`src/rtl/csc_pkg.sv`:
```
// package: register map, field layout and encodings of the clock configuration block
package csc_pkg;
  localparam logic [11:0] CSC_CFG_OFFSET = 12'h004;
  localparam logic [11:0] CSC_CTRL_OFFSET = 12'h000;
  localparam logic [31:0] CSC_CFG_RESET = 32'h20000000;
  localparam int CSC_CLKOUT_PRES_MSB = 31;
  localparam int CSC_CLKOUT_PRES_LSB = 28;
  localparam int CSC_CLKOUT_SEL_MSB = 27;
  localparam int CSC_CLKOUT_SEL_LSB = 25;
  localparam int CSC_LOOP_SRC_BIT = 24;
  localparam int CSC_LOOP_ODIV_MSB = 23;
  localparam int CSC_LOOP_ODIV_LSB = 22;
  localparam int CSC_LOOP_PRE_MSB = 21;
  localparam int CSC_LOOP_PRE_LSB = 20;
  localparam int CSC_BUS_PRE_MSB = 7;
  localparam int CSC_BUS_PRE_LSB = 4;
  localparam int CSC_STS_MSB_BIT = 3;
  localparam int CSC_SW_MSB = 2;
  localparam int CSC_SW_LSB = 0;
  // ctrl word (own layout): bit0 loop enable, bit1 clock security enable
  localparam int CSC_CTRL_LOOP_EN_BIT = 0;
  localparam int CSC_CTRL_SEC_EN_BIT = 1;
  localparam int CSC_CTRL_STS_LO_MSB = 9;
  localparam int CSC_CTRL_STS_LO_LSB = 8;
  localparam int CSC_CTRL_FIO_EN_BIT = 16;
  localparam logic [3:0] CSC_PRES_MIN = 4'h2;
  localparam logic [3:0] CSC_BUS_PRE_MAX = 4'hF;
  localparam int CSC_BUS_PRE_MAX_DIV = 512;
  localparam int CSC_SWITCH_CYCLES = 4;
  typedef enum logic [2:0] {
    CSC_SRC_FIO = 3'h0,
    CSC_SRC_FEO = 3'h1,
    CSC_SRC_LOOP = 3'h2,
    CSC_SRC_SEO = 3'h3,
    CSC_SRC_SIO = 3'h4
  } csc_src_t;
  typedef enum logic [2:0] {
    CSC_OUT_NONE = 3'h0,
    CSC_OUT_SIO = 3'h1,
    CSC_OUT_SEO = 3'h2,
    CSC_OUT_SYS = 3'h3,
    CSC_OUT_FIO = 3'h4,
    CSC_OUT_FEO = 3'h5,
    CSC_OUT_LOOP = 3'h6
  } csc_out_t;
endpackage

```
`src/rtl/csc_divider.sv`:
```
// module: enable-pulse divider by a programmable ratio
`timescale 1ns/10ps
module csc_divider #(
  parameter int WIDTH = 10
) (
  // clock and reset
  input wire logic i_core_clk,
  input wire logic i_reset,
  // control
  input wire logic i_tick,
  input wire logic [WIDTH-1:0] i_ratio,
  // result
  output logic o_pulse
);
  logic [WIDTH-1:0] count_q;

  // a ratio change is compared against the running count at once, so one period may be short
  always_ff @(posedge i_core_clk or posedge i_reset)
  begin
    if (i_reset)
    begin
      count_q <= '0;
      o_pulse <= 1'b0;
    end
    else
    begin
      o_pulse <= 1'b0;
      if (i_tick)
      begin
        if (count_q + 1'b1 >= i_ratio)
        begin
          count_q <= '0;
          o_pulse <= 1'b1;
        end
        else
        begin
          count_q <= count_q + 1'b1;
        end
      end
    end
  end
endmodule // csc_divider

```
`src/rtl/csc_switcher.sv`:
```
// module: system clock source switch sequencer with completion status
`timescale 1ns/10ps
module csc_switcher
  import csc_pkg::*;
(
  // clock and reset
  input wire logic i_core_clk,
  input wire logic i_reset,
  // request
  input wire csc_pkg::csc_src_t i_request,
  // status
  output csc_pkg::csc_src_t o_active,
  output logic o_busy
);
  typedef enum {CSC_SW_IDLE, CSC_SW_WAIT} csc_sw_state_t;
  csc_sw_state_t state_q;
  csc_src_t target_q;
  logic [2:0] wait_q;

  always_ff @(posedge i_core_clk or posedge i_reset)
  begin
    if (i_reset)
    begin
      state_q <= CSC_SW_IDLE;
      target_q <= CSC_SRC_FIO;
      o_active <= CSC_SRC_FIO;
      wait_q <= '0;
    end
    else
    begin
      case (state_q)
        CSC_SW_IDLE:
        begin
          if (i_request != o_active)
          begin
            target_q <= i_request;
            wait_q <= 3'(CSC_SWITCH_CYCLES - 1);
            state_q <= CSC_SW_WAIT;
          end
        end
        CSC_SW_WAIT:
        begin
          if (wait_q == 3'h0)
          begin
            o_active <= target_q;
            state_q <= CSC_SW_IDLE;
          end
          else
          begin
            wait_q <= wait_q - 3'h1;
          end
        end
        default:
        begin
          state_q <= CSC_SW_IDLE;
        end
      endcase
    end
  end

  assign o_busy = (state_q == CSC_SW_WAIT);
endmodule // csc_switcher

```
`src/rtl/csc_top.sv`:
```
// module: clock configuration register, clock output selection and source switch control
`timescale 1ns/10ps
module csc_top
  import csc_pkg::*;
(
  // clock and reset
  input wire logic i_core_clk,
  input wire logic i_reset,
  // apb slave
  input wire logic i_psel,
  input wire logic i_penable,
  input wire logic i_pwrite,
  input wire logic [11:0] i_paddr,
  input wire logic [31:0] i_pwdata,
  output logic [31:0] o_prdata,
  output logic o_pready,
  output logic o_pslverr,
  // power mode and oscillator events
  input wire logic i_stop_exit,
  input wire logic i_wake_exit,
  input wire logic i_fast_ext_fail,
  // oscillator clock ticks sampled on the core clock
  input wire logic i_tick_sio,
  input wire logic i_tick_seo,
  input wire logic i_tick_fio,
  input wire logic i_tick_feo,
  input wire logic i_tick_loop,
  // clock outputs and controls
  output logic o_clkout,
  output logic o_loop_pre_tick,
  output logic o_loop_out_tick,
  output logic o_bus_tick,
  output csc_pkg::csc_src_t o_sys_source,
  output logic o_loop_input_source,
  output logic o_fast_internal_osc_enable,
  output logic o_switch_busy
);
  logic [3:0] clkout_prescaler_q;
  logic [2:0] clkout_select_q;
  logic loop_input_source_q;
  logic [1:0] loop_output_divider_q;
  logic [1:0] loop_prescaler_q;
  logic [3:0] bus_prescaler_q;
  logic [2:0] sys_source_switch_q;
  logic loop_enable_q;
  logic clock_security_enable_q;
  logic fast_internal_osc_enable_q;
  logic [31:0] cfg_word;
  logic [31:0] ctrl_word;
  logic wr_access;
  logic rd_access;
  logic hit_cfg;
  logic hit_ctrl;
  logic force_fio;
  csc_src_t active_src;
  logic sel_tick;
  logic pres_pulse;
  logic odiv_pulse;
  logic bus_pulse;
  logic clkout_q;
  logic [9:0] clkout_ratio;
  logic [9:0] loop_pre_ratio;
  logic [9:0] loop_odiv_ratio;
  logic [9:0] bus_ratio;
  logic loop_ref_tick;

  // small ratio decode shared by the two loop dividers
  function automatic logic [9:0] csc_ratio_from_code(input logic [1:0] code);
    csc_ratio_from_code = 10'(code) + 10'h1;
  endfunction

  // bus prescaler: codes 8..14 map to 2,4,...,128 and code 15 to 512; below 8 passes through
  function automatic logic [9:0] csc_bus_ratio(input logic [3:0] code);
    if (code[3])
      csc_bus_ratio = 10'(10'h2 << code[2:0]);
    else
      csc_bus_ratio = 10'h1;
    if (code == CSC_BUS_PRE_MAX)
      csc_bus_ratio = 10'(CSC_BUS_PRE_MAX_DIV);
  endfunction

  // reserved switch codes would name a source that does not exist, so they are dropped
  function automatic logic csc_src_legal(input logic [2:0] code);
    csc_src_legal = (code <= CSC_SRC_SIO);
  endfunction

  // single-cycle apb answer: no wait states
  assign wr_access = i_psel && i_penable && i_pwrite;
  assign rd_access = i_psel && !i_pwrite;
  assign hit_cfg = (i_paddr == CSC_CFG_OFFSET);
  assign hit_ctrl = (i_paddr == CSC_CTRL_OFFSET);
  assign o_pready = 1'b1;
  assign o_pslverr = i_psel && i_penable && !hit_cfg && !hit_ctrl;

  // hardware forcing wins over a software write in the same cycle
  assign force_fio = i_stop_exit || (i_fast_ext_fail && clock_security_enable_q);

  always_ff @(posedge i_core_clk or posedge i_reset)
  begin
    if (i_reset)
    begin
      clkout_prescaler_q <= CSC_CFG_RESET[CSC_CLKOUT_PRES_MSB:CSC_CLKOUT_PRES_LSB];
      clkout_select_q <= CSC_CFG_RESET[CSC_CLKOUT_SEL_MSB:CSC_CLKOUT_SEL_LSB];
    end
    else if (wr_access && hit_cfg)
    begin
      clkout_prescaler_q <= i_pwdata[CSC_CLKOUT_PRES_MSB:CSC_CLKOUT_PRES_LSB];
      clkout_select_q <= i_pwdata[CSC_CLKOUT_SEL_MSB:CSC_CLKOUT_SEL_LSB];
    end
  end

  // the output divider may change while the loop runs; only source and prescaler freeze
  always_ff @(posedge i_core_clk or posedge i_reset)
  begin
    if (i_reset)
    begin
      loop_output_divider_q <= CSC_CFG_RESET[CSC_LOOP_ODIV_MSB:CSC_LOOP_ODIV_LSB];
    end
    else if (wr_access && hit_cfg)
    begin
      loop_output_divider_q <= i_pwdata[CSC_LOOP_ODIV_MSB:CSC_LOOP_ODIV_LSB];
    end
  end

  // bus prescaler placement is our own; only its top code has a fixed ratio
  always_ff @(posedge i_core_clk or posedge i_reset)
  begin
    if (i_reset)
    begin
      bus_prescaler_q <= CSC_CFG_RESET[CSC_BUS_PRE_MSB:CSC_BUS_PRE_LSB];
    end
    else if (wr_access && hit_cfg)
    begin
      bus_prescaler_q <= i_pwdata[CSC_BUS_PRE_MSB:CSC_BUS_PRE_LSB];
    end
  end

  // loop source and prescaler are frozen while the loop runs
  always_ff @(posedge i_core_clk or posedge i_reset)
  begin
    if (i_reset)
    begin
      loop_input_source_q <= CSC_CFG_RESET[CSC_LOOP_SRC_BIT];
      loop_prescaler_q <= CSC_CFG_RESET[CSC_LOOP_PRE_MSB:CSC_LOOP_PRE_LSB];
    end
    else if (wr_access && hit_cfg && !loop_enable_q)
    begin
      loop_input_source_q <= i_pwdata[CSC_LOOP_SRC_BIT];
      loop_prescaler_q <= i_pwdata[CSC_LOOP_PRE_MSB:CSC_LOOP_PRE_LSB];
    end
  end

  always_ff @(posedge i_core_clk or posedge i_reset)
  begin
    if (i_reset)
    begin
      sys_source_switch_q <= CSC_CFG_RESET[CSC_SW_MSB:CSC_SW_LSB];
    end
    else if (force_fio)
    begin
      sys_source_switch_q <= CSC_SRC_FIO;
    end
    else if (wr_access && hit_cfg && csc_src_legal(i_pwdata[CSC_SW_MSB:CSC_SW_LSB]))
    begin
      sys_source_switch_q <= i_pwdata[CSC_SW_MSB:CSC_SW_LSB];
    end
  end

  always_ff @(posedge i_core_clk or posedge i_reset)
  begin
    if (i_reset)
    begin
      loop_enable_q <= 1'b0;
      clock_security_enable_q <= 1'b0;
    end
    else if (wr_access && hit_ctrl)
    begin
      // loop cannot be stopped while it feeds the system clock
      loop_enable_q <= i_pwdata[CSC_CTRL_LOOP_EN_BIT] || (active_src == CSC_SRC_LOOP);
      clock_security_enable_q <= i_pwdata[CSC_CTRL_SEC_EN_BIT];
    end
  end

  always_ff @(posedge i_core_clk or posedge i_reset)
  begin
    if (i_reset)
    begin
      fast_internal_osc_enable_q <= 1'b1;
    end
    else if (i_wake_exit || i_stop_exit || i_fast_ext_fail)
    begin
      fast_internal_osc_enable_q <= 1'b1;
    end
    else if (wr_access && hit_ctrl)
    begin
      fast_internal_osc_enable_q <= i_pwdata[CSC_CTRL_FIO_EN_BIT]
                                    || (active_src == CSC_SRC_FIO);
    end
  end

  csc_switcher u_switcher (
    .i_core_clk(i_core_clk),
    .i_reset(i_reset),
    .i_request(csc_src_t'(sys_source_switch_q)),
    .o_active(active_src),
    .o_busy(o_switch_busy)
  );

  always_comb
  begin
    cfg_word = '0;
    cfg_word[CSC_CLKOUT_PRES_MSB:CSC_CLKOUT_PRES_LSB] = clkout_prescaler_q;
    cfg_word[CSC_CLKOUT_SEL_MSB:CSC_CLKOUT_SEL_LSB] = clkout_select_q;
    cfg_word[CSC_LOOP_SRC_BIT] = loop_input_source_q;
    cfg_word[CSC_LOOP_ODIV_MSB:CSC_LOOP_ODIV_LSB] = loop_output_divider_q;
    cfg_word[CSC_LOOP_PRE_MSB:CSC_LOOP_PRE_LSB] = loop_prescaler_q;
    cfg_word[CSC_BUS_PRE_MSB:CSC_BUS_PRE_LSB] = bus_prescaler_q;
    cfg_word[CSC_STS_MSB_BIT] = active_src[2];
    cfg_word[CSC_SW_MSB:CSC_SW_LSB] = sys_source_switch_q;
  end

  always_comb
  begin
    ctrl_word = '0;
    ctrl_word[CSC_CTRL_LOOP_EN_BIT] = loop_enable_q;
    ctrl_word[CSC_CTRL_SEC_EN_BIT] = clock_security_enable_q;
    ctrl_word[CSC_CTRL_STS_LO_MSB:CSC_CTRL_STS_LO_LSB] = active_src[1:0];
    ctrl_word[CSC_CTRL_FIO_EN_BIT] = fast_internal_osc_enable_q;
  end

  // read data is registered in the setup cycle so it is stable in the access phase
  always_ff @(posedge i_core_clk or posedge i_reset)
  begin
    if (i_reset)
    begin
      o_prdata <= '0;
    end
    else if (rd_access && !i_penable)
    begin
      o_prdata <= hit_cfg ? cfg_word : (hit_ctrl ? ctrl_word : 32'h00000000);
    end
  end

  // output source mux: switching mid-period can cut a pulse short, no glitch guard
  always_comb
  begin
    case (clkout_select_q)
      CSC_OUT_NONE: sel_tick = 1'b0;
      CSC_OUT_SIO: sel_tick = i_tick_sio;
      CSC_OUT_SEO: sel_tick = i_tick_seo;
      CSC_OUT_SYS: sel_tick = 1'b1;
      CSC_OUT_FIO: sel_tick = i_tick_fio;
      CSC_OUT_FEO: sel_tick = i_tick_feo;
      CSC_OUT_LOOP: sel_tick = pres_pulse;
      default: sel_tick = 1'b0;
    endcase
  end

  // codes 0 and 1 are not allowed for the output prescaler; they run as the smallest ratio
  assign clkout_ratio = (clkout_prescaler_q < CSC_PRES_MIN) ? 10'(CSC_PRES_MIN)
                        : 10'(clkout_prescaler_q);
  assign loop_pre_ratio = csc_ratio_from_code(loop_prescaler_q);
  assign loop_odiv_ratio = csc_ratio_from_code(loop_output_divider_q);
  assign bus_ratio = csc_bus_ratio(bus_prescaler_q);
  // the reference follows the frozen source bit, so it cannot move under a running loop
  assign loop_ref_tick = loop_input_source_q ? i_tick_feo : i_tick_fio;

  csc_divider #(.WIDTH(10)) u_clkout_pres (
    .i_core_clk(i_core_clk),
    .i_reset(i_reset),
    .i_tick(i_tick_loop),
    .i_ratio(clkout_ratio),
    .o_pulse(pres_pulse)
  );

  csc_divider #(.WIDTH(10)) u_loop_pre (
    .i_core_clk(i_core_clk),
    .i_reset(i_reset),
    .i_tick(loop_ref_tick),
    .i_ratio(loop_pre_ratio),
    .o_pulse(o_loop_pre_tick)
  );

  csc_divider #(.WIDTH(10)) u_loop_odiv (
    .i_core_clk(i_core_clk),
    .i_reset(i_reset),
    .i_tick(i_tick_loop),
    .i_ratio(loop_odiv_ratio),
    .o_pulse(odiv_pulse)
  );

  csc_divider #(.WIDTH(10)) u_bus_pre (
    .i_core_clk(i_core_clk),
    .i_reset(i_reset),
    .i_tick(1'b1),
    .i_ratio(bus_ratio),
    .o_pulse(bus_pulse)
  );

  // toggling output; may emit short pulses on startup or source change
  always_ff @(posedge i_core_clk or posedge i_reset)
  begin
    if (i_reset)
    begin
      clkout_q <= 1'b0;
    end
    else if (clkout_select_q == CSC_OUT_NONE)
    begin
      clkout_q <= 1'b0;
    end
    else if (sel_tick)
    begin
      clkout_q <= ~clkout_q;
    end
  end

  assign o_clkout = clkout_q;
  assign o_loop_out_tick = odiv_pulse;
  assign o_bus_tick = bus_pulse;
  assign o_sys_source = active_src;
  assign o_loop_input_source = loop_input_source_q;
  assign o_fast_internal_osc_enable = fast_internal_osc_enable_q;
endmodule // csc_top

```
`config.mk`:
```
export PLATFORM = sky130hd
export DESIGN_NAME = csc_top
export DESIGN_NICKNAME = d
export VERILOG_FILES = /design/src/rtl/csc_pkg.sv /design/src/rtl/csc_divider.sv /design/src/rtl/csc_switcher.sv /design/src/rtl/csc_top.sv
export SDC_FILE = /design/constraint.sdc
export NUM_CORES = 1
export LEC_CHECK = 0
export ABC_CLOCK_PERIOD_IN_PS = 4600
export BUFFER_PORTS_ARGS = -buffer_cell sky130_fd_sc_hd__buf_2
export CORE_MARGIN = 5
export CORE_UTILIZATION = 52
export DETAILED_ROUTE_END_ITERATION = 8
export MAX_ROUTING_LAYER = met4
export PLACE_DENSITY = 0.76
export SYNTH_ARGS = -nofsm -noshare
export SYNTH_HDL_FRONTEND = slang
export SYNTH_SLANG_ARGS = --single-unit
```
`constraint.sdc`:
```
create_clock -name i_core_clk -period 4.6 [get_ports i_core_clk]
set_clock_uncertainty 0.15 [all_clocks]
set_input_delay 0.92 -clock i_core_clk [delete_from_list [all_inputs] [get_ports i_core_clk]]
set_output_delay 0.92 -clock i_core_clk [all_outputs]
set_load 0.02 [all_outputs]
```
==> results of run 1 <==
-- sequential cells by signal, indices dropped and copies added (netlist names), 2 cells and up --
register	count
o_prdata	23
u_bus_pre.count_q	10
u_clkout_pres.count_q	10
u_loop_odiv.count_q	10
u_loop_pre.count_q	10
bus_prescaler_q	4
clkout_prescaler_q	4
clkout_select_q	3
sys_source_switch_q	3
u_switcher.o_active	3
u_switcher.target_q	3
u_switcher.wait_q	3
loop_output_divider_q	2
loop_prescaler_q	2
-- cells by family (layout without fill, tap and decap cells) --
| group | Yosys count | in the layout | share of synthesized area, % |
|---|---|---|---|
| AO/OA/AOI/OAI | 102 | 102 | 14.2 |
| multiplexers | 22 | 22 | 4.71 |
| XOR/XNOR | 22 | 22 | 3.72 |
| buffers and inverters | 44 | 114 | 4.37 |
| adder cells (fa/ha/maj) | 28 | 28 | 6.76 |
| flip-flops | 100 | 100 | 48.3 |
| AND/OR/NAND/NOR | 160 | 160 | 17.8 |
| other | 2 | 11 | 0.145 |
-- power by group through the flow --
stage	Clock (mW)	Sequential (mW)	Combinational [mW]
floorplan	0	1.02	0.345
global placement	0	1.02	0.439
detailed placement	0	1.03	0.460
CTS	0.581	1.01	0.463
global route	0.618	1.02	0.520
finish	0.559	1.01	0.457
-- layout make-up --
cell class	instances	area share [%]
repair buffers	79	6.83
inverters	21	1.40
flip-flops and latches	100	43.0
well taps	133	2.86
multi-input cells	345	42.6
clock inverters	2	0.602
clock buffers	12	2.66
-- tightest hold or removal path, stage by stage (launching register included) --
cell	delay, ns
dfrtp_1	0.35
nand2_1	0.05
o21ai_0	0.07
-- layout by cell type (no fill, tap or decap), types with 11 or more instances in the layout --
master / n
inv_1: 20
mux2_2: 19
nand2b_1: 15
nor2_1: 18
conb_1: 11
clkbuf_8: 11
a21oi_1: 18
o21ai_0: 19
ha_1: 28
xor2_1: 11
dfrtp_1: 98
nand2_1: 33
a22o_1: 20
nor2b_1: 16
nand3_1: 19
buf_2: 78
xnor2_1: 11
-- routing by layer --
layer  global-route usage, %  share of wire (%)  up-vias
met5                       -                  0        -
met2                    30.6                 49       72
met4                    7.39                1.8        0
li1                        -                  -     1870
met3                    4.82                4.8       18
met1                    25.7                 44     1915
-- stage by stage --
| step | instance area, sq um | setup WS [ns] | cells |
|---|---|---|---|
| 2_1_floorplan | 5220 | 0.915 | 489 |
| 3_3_place_gp | 5630 | 1.44 | 678 |
| 3_5_place_dp | 5630 | 1.42 | 678 |
| 4_1_cts | 5820 | 1.42 | 692 |
| 5_1_grt | 5820 | 1.37 | 692 |
| 6_report | 5820 | 1.41 | 692 |
-- worst paths after layout --
check                                               to  depth (start not counted)
worst max-delay path                         o_pslverr                          5
worst min-delay path                       o_prdata[8]                          2
worst max register to register    u_bus_pre.count_q[0]                          7
worst min register to register             o_prdata[8]                          2
max in group asynchronous        clkout_prescaler_q[1]                          3
min in group asynchronous       u_loop_odiv.count_q[6]                          2
==> flow_summary_export.csv, run 1 <==
group,metric,value,unit
setup_path,r2r_slack,1.65,ns
grt,grt_pass1_wl,18200,um
power,finalPower,2.03,mW
synthesis,yosys-top-cells-area,"dfrtp_1, ha_1, mux2_2, a22o_1, nand2_1",
power,power_frac_comb,22.5,%
setup_path,cpMaxStageDelayCell,"or4_4",
clock_tree,cts_sinks,100,
synthesis,synth_warnings,0,
power,vdd_drop_max,0.223,mV
synthesis,synth.cell_area,0.00518,sq mm
timing,tightest_slew,1.30,ns
cells_and_area,nFillCells,840,
cells_and_area,finalNetCount,641,
cells_and_area,seqCellArea,0.00250,sq mm
floorplanning,fp.dieH,110,um
run,drv_cap,0,
timing,hold_viol,0,
routing,antenna_left,0,
synthesis,synth-seq-cells,100,
clock_tree,h-tree-depth,3,
setup_path,r2r-start,"u_bus_pre.count_q[0]",
synthesis,synth_async_sr_flop_share,100,%
status,status,"finished clean",
power,internal-power,1.40,mW
synthesis,synth.avg_cell_area,10.8,sq um
timing,holdWs,0.347,ns
timing,fin_tns_setup,0,ns
timing,slew_headroom,12.8,%
clock_tree,cts_tree,"built",
synthesis,yosysMostFrequentCell,"dfrtp_1",
power,clkPwrFrac,27.6,%
cells_and_area,fin_util,59.9,%
grt,grt_max_degree,79,
routing,dr.pass1.iters,4,
floorplanning,io_pins,101,
routing,drtIter0Drc,259,
synthesis,netlist_instances,480,
timing,fin_crit_sh,69.3,%
synthesis,synth_top_area_share,47.3,%
setup_path,timing_worst_setup_path_type,"in2out",
synthesis,synthTopCellsByCount,"dfrtp_1, nand2_1, ha_1",
setup_path,crit_required,3.53,ns
grt,grt.total_usage,19.9,%
clock_tree,cts_made_buffers,9,
cells_and_area,syn_to_final_growth,12.4,%
setup_path,crit_path_max_incr_delay,0.56,ns
power,switchingPower,0.626,mW
clock_tree,clkTransAtPathRegs,0.09,ns
clock_tree,post-cts-setup-buffers,0,
placed_design,hpwl,8070,um
placed_design,gp_congestion,0.850,
setup_path,crit_start,"i_paddr[1]",
timing,fin_crit,3.19,ns
clock_tree,cts_resized,0,
power,seqPwrFrac,49.9,%
timing,max_freq,314,MHz
power,p_sw_share,30.9,%
placed_design,io_buffer_count,78,
setup_path,crit_family,"simple AND/OR/NAND/NOR gates",
routing,vias,3875,
synthesis,synth_edf_count,0,
synthesis,yosysUniqueCellTypes,67,
synthesis,yosysSeqAreaShare,48.3,%
grt,grt_overflow,0,
routing,drcViolationCount,0,
routing,viasPerCell,5.60,
synthesis,synth_area_leader_cell,"dfrtp_1",
min_path,hold_class,"reg2reg",
setup_path,path_common_cell,"buf_2",
routing,wl,11200,um
timing,rsz0062_at_grt,"false",
setup_path,startpoint_type,"primary input",
timing,finalMaxSlewViolations,0,
timing,final-setup-viol-count,0,
setup_path,worstPathArrival,2.12,ns
clock_tree,clockRootBuffer,"clkbuf_8",
floorplanning,num_rows,36,
routing,wire_per_inst,16.1,um
clock_tree,cts_buffer_depth,2,
floorplanning,dieArea,0.0121,sq mm
grt,antenna_found_initial,0,
clock_tree,clkLatencyLatePin,0.37,ns
clock_tree,cts_hold_buf,0,
setup_path,worstPathMaxFanout,6,
floorplanning,coreArea,0.00973,sq mm
grt,grt_pass1_vias,3708,
setup_path,critPathCaptureType,"output pin",
cells_and_area,diodes,0,
synthesis,ys.flop_type,"dfrtp_1",
cells_and_area,layout-drive-gt1-share,22.7,%
cells_and_area,multi_input_area,0.00248,sq mm
setup_path,cp_num_buf_inv,2,
floorplanning,die_w,110,um
setup_path,path_cells,"buf_2, or4_4, nor3_4, nor2_1, buf_2",
power,power_density,348,mW/mm^2
min_path,min_from,"o_prdata[8]",
floorplanning,initial_core_util,53.3,%
power,leakagePower,2.91,nW
Power figures use the tool's default switching activity.
==> run 2: changes to the inputs <==
ABC_CLOCK_PERIOD_IN_PS = 3300   (was 4600)
clock period = 3.3 ns   (was 4.6 ns; I/O delays follow)
==> flow_summary_export.csv, run 2 (synthesis gave the netlist of run 1 again) <==
group,metric,value,unit
setup_path,crit_end,"o_pslverr",
clock_tree,clockRootBuffer,"clkbuf_8",
clock_tree,clkLatencyLatePin,0.37,ns
setup_path,worstPathMaxFanout,6,
setup_path,crit_path_max_incr_delay,0.57,ns
clock_tree,cts_buffer_depth,2,
timing,tightest_slew,0.762,ns
timing,final-setup-viol-count,0,
cells_and_area,finalNetCount,644,
grt,grt_pass1_wl,18100,um
clock_tree,cts_hold_buf,0,
floorplanning,fp.dieH,110,um
clock_tree,post-cts-setup-buffers,0,
timing,rsz0062_at_grt,"false",
timing,fin_ws,0.631,ns
clock_tree,h-tree-depth,3,
setup_path,cp_num_buf_inv,2,
placed_design,gp_congestion,0.852,
cells_and_area,regMostFlops,"o_prdata",
setup_path,cp.depth,5,
floorplanning,coreArea,0.00973,sq mm
grt,antenna_found_initial,0,
placed_design,place_ws,0.608,ns
timing,slew_headroom,49.1,%
placed_design,io_buffer_count,78,
routing,wire_per_inst,15.7,um
placed_design,hpwl,8050,um
floorplanning,initial_core_util,53.3,%
floorplanning,io_pins,101,
setup_path,cpMaxStageDelayCell,"or4_4",
cells_and_area,fin_cells,697,
setup_path,crit_required,2.49,ns
cells_and_area,syn_to_final_growth,14.1,%
status,status,"finished clean",
clock_tree,cts_sinks,100,
cells_and_area,layout_commonest_cell,"dfrtp_1",
timing,fin_crit,2.67,ns
grt,grt_pass1_vias,3813,
setup_path,timing_worst_setup_path_type,"in2out",
grt,grt.total_usage,19.4,%
cells_and_area,nFillCells,811,
routing,drtIter0Drc,220,
setup_path,path_cells,"buf_2, or4_4, nor3_4, nor2_1, buf_2",
timing,fin_crit_sh,80.9,%
floorplanning,die_w,110,um
routing,wl,10900,um
grt,grt_max_degree,37,
setup_path,critPathCaptureType,"output pin",
power,power_density,498,mW/mm^2
placed_design,placed_cells,681,
floorplanning,dieArea,0.0121,sq mm
routing,drcViolationCount,0,
floorplanning,num_rows,36,
timing,finalMaxSlewViolations,0,
run,drv_cap,0,
setup_path,path_common_cell,"buf_2",
setup_path,worstPathArrival,1.86,ns
clock_tree,cts_resized,0,
setup_path,r2r_end,"u_bus_pre.count_q[0]",
routing,vias,3864,
cells_and_area,layout-drive-gt1-share,23.4,%
min_path,hold_class,"in2async",
setup_path,r2r_slack,0.69,ns
cells_and_area,diodes,0,
clock_tree,clkTransAtPathRegs,0.10,ns
setup_path,startpoint_type,"primary input",
setup_path,r2r-start,"u_bus_pre.count_q[0]",
routing,dr.pass1.iters,4,
routing,antenna_left,0,
setup_path,crit_family,"simple AND/OR/NAND/NOR gates",
routing,viasPerCell,5.54,
setup_path,crit_start,"i_paddr[1]",
power,vdd_drop_max,0.263,mV
timing,max_freq,375,MHz
cells_and_area,multi_input_area,0.00248,sq mm
clock_tree,cts_made_buffers,9,
timing,fin_tns_setup,0,ns
setup_path,rr_worst_depth,10,
timing,hold_viol,0,
cells_and_area,largest_register_ffs,23,
grt,grt_overflow,0,
cells_and_area,seqCellArea,0.00250,sq mm
clock_tree,cts_tree,"built",
cells_and_area,final_cell_mix,"dfrtp_1, buf_2, nand2_1",
power,leakagePower,2.94,nW
==> run 2: cell count changes in the layout (fill, tap and decap cells not counted) <==
cell	before	now
bufinv_16	1	2
clkinv_2	1	0
buf_12	0	2
clkinvlp_4	0	2
inv_4	1	0
clkbuf_8	11	10
clkinv_4	0	1
buf_4	1	2
inv_6	0	1
==> run 2: metal layers <==
metal	vias up	share of wire [%]	global-route usage [%]
met5	-	0	-
met4	0	1.4	6.14
met3	12	3.9	3.46
met2	74	50	30.4
met1	1903	45	25.7
li1	1875	-	-
==> run 2: report_power, final <==
group	internal, mW	switching, mW	leakage [nW]	total, mW
clock	0.453	0.420	0.110	0.873
sequential	1.30	0.108	1.35	1.41
combinational	0.293	0.368	1.48	0.660
==> run 2: area by class of cell <==
type                            instances  share of cell area (%)
Sequential cell                       100                    42.4
Multi-Input combinational cell        345                    42.0
Timing Repair Buffer                   82                    7.54
Tap cell                              133                    2.82
Clock buffer                           11                    2.39
Clock inverter                          5                    1.44
Inverter                               21                    1.40
==> run 2: worst min path at each step <==
stage	startpoint	slack [ns]	to	cells after the start
after floorplan	u_switcher.target_q[0]	0.33	u_switcher.o_active[0]	1
after global placement	o_prdata[16]	0.31	o_prdata[16]	2
after detailed placement	o_prdata[16]	0.32	o_prdata[16]	2
after CTS	i_reset	0.28	u_loop_odiv.count_q[7]	2
after global routing	i_reset	0.32	u_loop_odiv.count_q[7]	2
final	i_reset	0.27	u_loop_odiv.count_q[7]	2
==> run 2: per-stage QoR <==
stage	cell area, sq um	hold WS, ns	util, %	total power [mW]
finish	5910	0.270	60.7	2.95
global route	5910	0.322	60.7	3.14
CTS	5910	0.284	60.7	2.98
detailed placement	5680	0.325	58.4	2.10
global placement	5680	0.313	58.4	2.06
floorplan	5220	0.327	-	1.90
==> run 3: changes to the inputs <==
ABC_AREA = 1   (was not set)
ABC_CLOCK_PERIOD_IN_PS = 2100   (was 3300)
CORE_UTILIZATION = 51   (was 52)
PLACE_DENSITY = 0.77   (was 0.76)
clock period = 2.1 ns   (was 3.3 ns; I/O delays follow)
==> flow_summary_export.csv, run 3 <==
group,metric,value,unit
grt,grt_pass1_wl,21400,um
placed_design,hpwl,9130,um
timing,final-setup-viol-count,11,
power,seqPwrFrac,40.6,%
power,vdd_drop_max,0.572,mV
routing,drtIter0Drc,391,
cells_and_area,final_area,0.00669,sq mm
timing,fin_crit,2.45,ns
grt,antenna_found_initial,0,
placed_design,placed_area,0.00617,sq mm
timing,slew_headroom,51.9,%
power,leakagePower,3.54,nW
clock_tree,clkLatencyLatePin,0.38,ns
synthesis,synth_area_leader_cell,"dfrtp_1",
cells_and_area,syn_to_final_growth,22.8,%
routing,antenna_left,0,
routing,vias,4804,
grt,grt_pass1_vias,4823,
timing,holdWs,0.0944,ns
cells_and_area,layout-drive-gt1-share,25.0,%
synthesis,synth.avg_cell_area,7.88,sq um
synthesis,yosysUniqueCellTypes,34,
power,power_frac_comb,39.2,%
power,internal-power,3.71,mW
cells_and_area,nFillCells,860,
status,status,"finished, violations left",
setup_path,critPathCaptureType,"flop",
timing,hold_viol,0,
synthesis,ys.flop_type,"dfrtp_1",
clock_tree,cts_tree,"built",
timing,fin_ws,-0.348,ns
synthesis,synth-seq-cells,100,
power,switchingPower,2.29,mW
cells_and_area,final_cell_mix,"nand2_1, inv_1, dfrtp_1",
synthesis,yosysMostFrequentCell,"nand2_1",
setup_path,timing_worst_setup_path_type,"reg2reg",
floorplanning,die_w,113,um
setup_path,rr_worst_depth,13,
synthesis,synth_top_area_share,45.0,%
setup_path,worstPathArrival,2.57,ns
floorplanning,coreArea,0.0104,sq mm
grt,grt_max_degree,63,
cells_and_area,regMostFlops,"o_prdata",
routing,wl,12600,um
clock_tree,clkTransAtPathRegs,0.10,ns
setup_path,worstPathMaxFanout,5,
status,violations,"negative setup slack",
setup_path,r2r-start,"u_bus_pre.count_q[1]",
synthesis,synthTopCellsByCount,"nand2_1, inv_1, dfrtp_1",
synthesis,synth_warnings,0,
grt,grt_overflow,0,
timing,fin_crit_sh,117,%
min_path,hold_class,"in2reg",
min_path,hold_depth,3,
floorplanning,num_rows,37,
cells_and_area,diodes,0,
cells_and_area,layout_commonest_cell,"nand2_1",
clock_tree,clockRootBuffer,"clkbuf_8",
min_path,min_from,"i_pwdata[28]",
power,p_sw_share,38.1,%
placed_design,place_ws,-0.362,ns
timing,max_freq,409,MHz
power,power_density,897,mW/mm^2
floorplanning,initial_core_util,52.6,%
cells_and_area,finalNetCount,900,
clock_tree,h-tree-depth,3,
synthesis,synth.cell_area,0.00545,sq mm
placed_design,gp_congestion,0.875,
run,drv_cap,0,
setup_path,crit_start,"u_bus_pre.count_q[1]",
timing,finalMaxSlewViolations,0,
routing,drcViolationCount,0,
routing,dr.pass1.iters,5,
clock_tree,cts_sinks,100,
synthesis,synth_async_sr_flop_share,100,%
clock_tree,cts_buffer_depth,2,
synthesis,yosys-top-cells-area,"dfrtp_1, nand2_1, inv_1, ha_1, nor2_1",
floorplanning,io_pins,101,
power,clkPwrFrac,20.2,%
setup_path,startpoint_type,"flop",
synthesis,yosysSeqAreaShare,45.9,%
floorplanning,dieArea,0.0129,sq mm
placed_design,io_buffer_count,78,
grt,grt.total_usage,20.9,%
synthesis,synth_edf_count,0,
power,finalPower,6.00,mW
setup_path,crit_required,2.22,ns
clock_tree,cts_made_buffers,9,
routing,wire_per_inst,13.2,um
floorplanning,fp.dieH,113,um
timing,rsz0062_at_grt,"true",
timing,tightest_slew,0.721,ns
routing,viasPerCell,5.03,
synthesis,netlist_instances,692,
cells_and_area,largest_register_ffs,23,
run 3: logic make-up (layout without fill, tap and decap cells):
logic type | count (synthesis) | count (layout) | synth area share, %
XOR/XNOR | 14 | 14 | 2.25
adder cells (fa/ha/maj) | 28 | 28 | 6.43
buffers and inverters | 130 | 249 | 10.1
multiplexers | 3 | 3 | 0.551
other | 2 | 11 | 0.138
AND/OR/NAND/NOR | 328 | 328 | 25.4
AO/OA/AOI/OAI | 87 | 87 | 9.27
flip-flops | 100 | 100 | 45.9
run 3: power groups by stage:
stage | Sequential, mW | Combinational (mW) | Clock, mW
2_1_floorplan | 2.52 | 1.23 | 0
3_3_place_gp | 2.43 | 1.89 | 0
3_5_place_dp | 2.44 | 1.98 | 0
4_1_cts | 2.41 | 2.16 | 1.25
5_1_grt | 2.47 | 2.67 | 1.33
6_report | 2.44 | 2.35 | 1.21
run 3: routing by layer:
| layer | GRT usage, % | share of wire [%] | wire length (um) | vias up |
|---|---|---|---|---|
| met3 | 4.56 | 4.7 | 588 | 14 |
| met4 | 5.29 | 1.2 | 155 | 0 |
| met5 | - | 0 | 0 | - |
| met1 | 24.4 | 41 | 5180 | 2283 |
| met2 | 36.6 | 53 | 6700 | 104 |
| li1 | - | - | - | 2403 |
run 3: worst paths after layout:
check / end / slack, ns
worst max-delay path: u_bus_pre.count_q[2] / -0.35
worst min-delay path: clkout_prescaler_q[0] / 0.09
worst max register to register: u_bus_pre.count_q[2] / -0.35
worst min register to register: o_prdata[3] / 0.34
max in group asynchronous: clkout_prescaler_q[1] / 0.75
min in group asynchronous: u_clkout_pres.count_q[7] / 0.39
run 3: per-stage QoR:
| step | setup TNS [ns] | std cells | util (%) |
|---|---|---|---|
| 2_1_floorplan | -0.212 | 701 | - |
| 3_3_place_gp | -2.23 | 922 | 59.5 |
| 3_5_place_dp | -3.10 | 922 | 59.5 |
| 4_1_cts | -1.98 | 951 | 63.2 |
| 5_1_grt | -4.76 | 956 | 64.6 |
| 6_report | -3.60 | 956 | 64.6 |
run 3: area by class of cell:
| type | instances | area [sq um] | share of cell area, % |
|---|---|---|---|
| multi-input combinational | 471 | 2640 | 39.5 |
| clock buffer | 9 | 124 | 1.85 |
| timing repair buffer | 127 | 781 | 11.7 |
| clock inverter | 7 | 68.8 | 1.03 |
| tap | 136 | 170 | 2.54 |
| inverter | 106 | 402 | 6.00 |
| sequential | 100 | 2500 | 37.4 |
run 3: timing repair:
item                                   4_1_cts  5_1_grt
endpoints found under the hold margin       11        0
pin swaps                                   10        5
resized for setup                           17       20
hold buffers                                 1        0
gates cloned                                 0        0
setup endpoints to repair                   16       23
setup buffers                               12        5
run 3: critical path, cell delays in order, from the launching register on:
cell       delay [ns]
dfrtp_1          0.37
ha_2             0.19
nand2_2          0.05
inv_2            0.09
nand2_4          0.06
nor3_4           0.17
nand2_2          0.10
xor2_2           0.19
ha_1             0.29
nand2_2          0.09
buf_4            0.15
o2111ai_2        0.22
buf_4            0.18
nor3_2           0.04
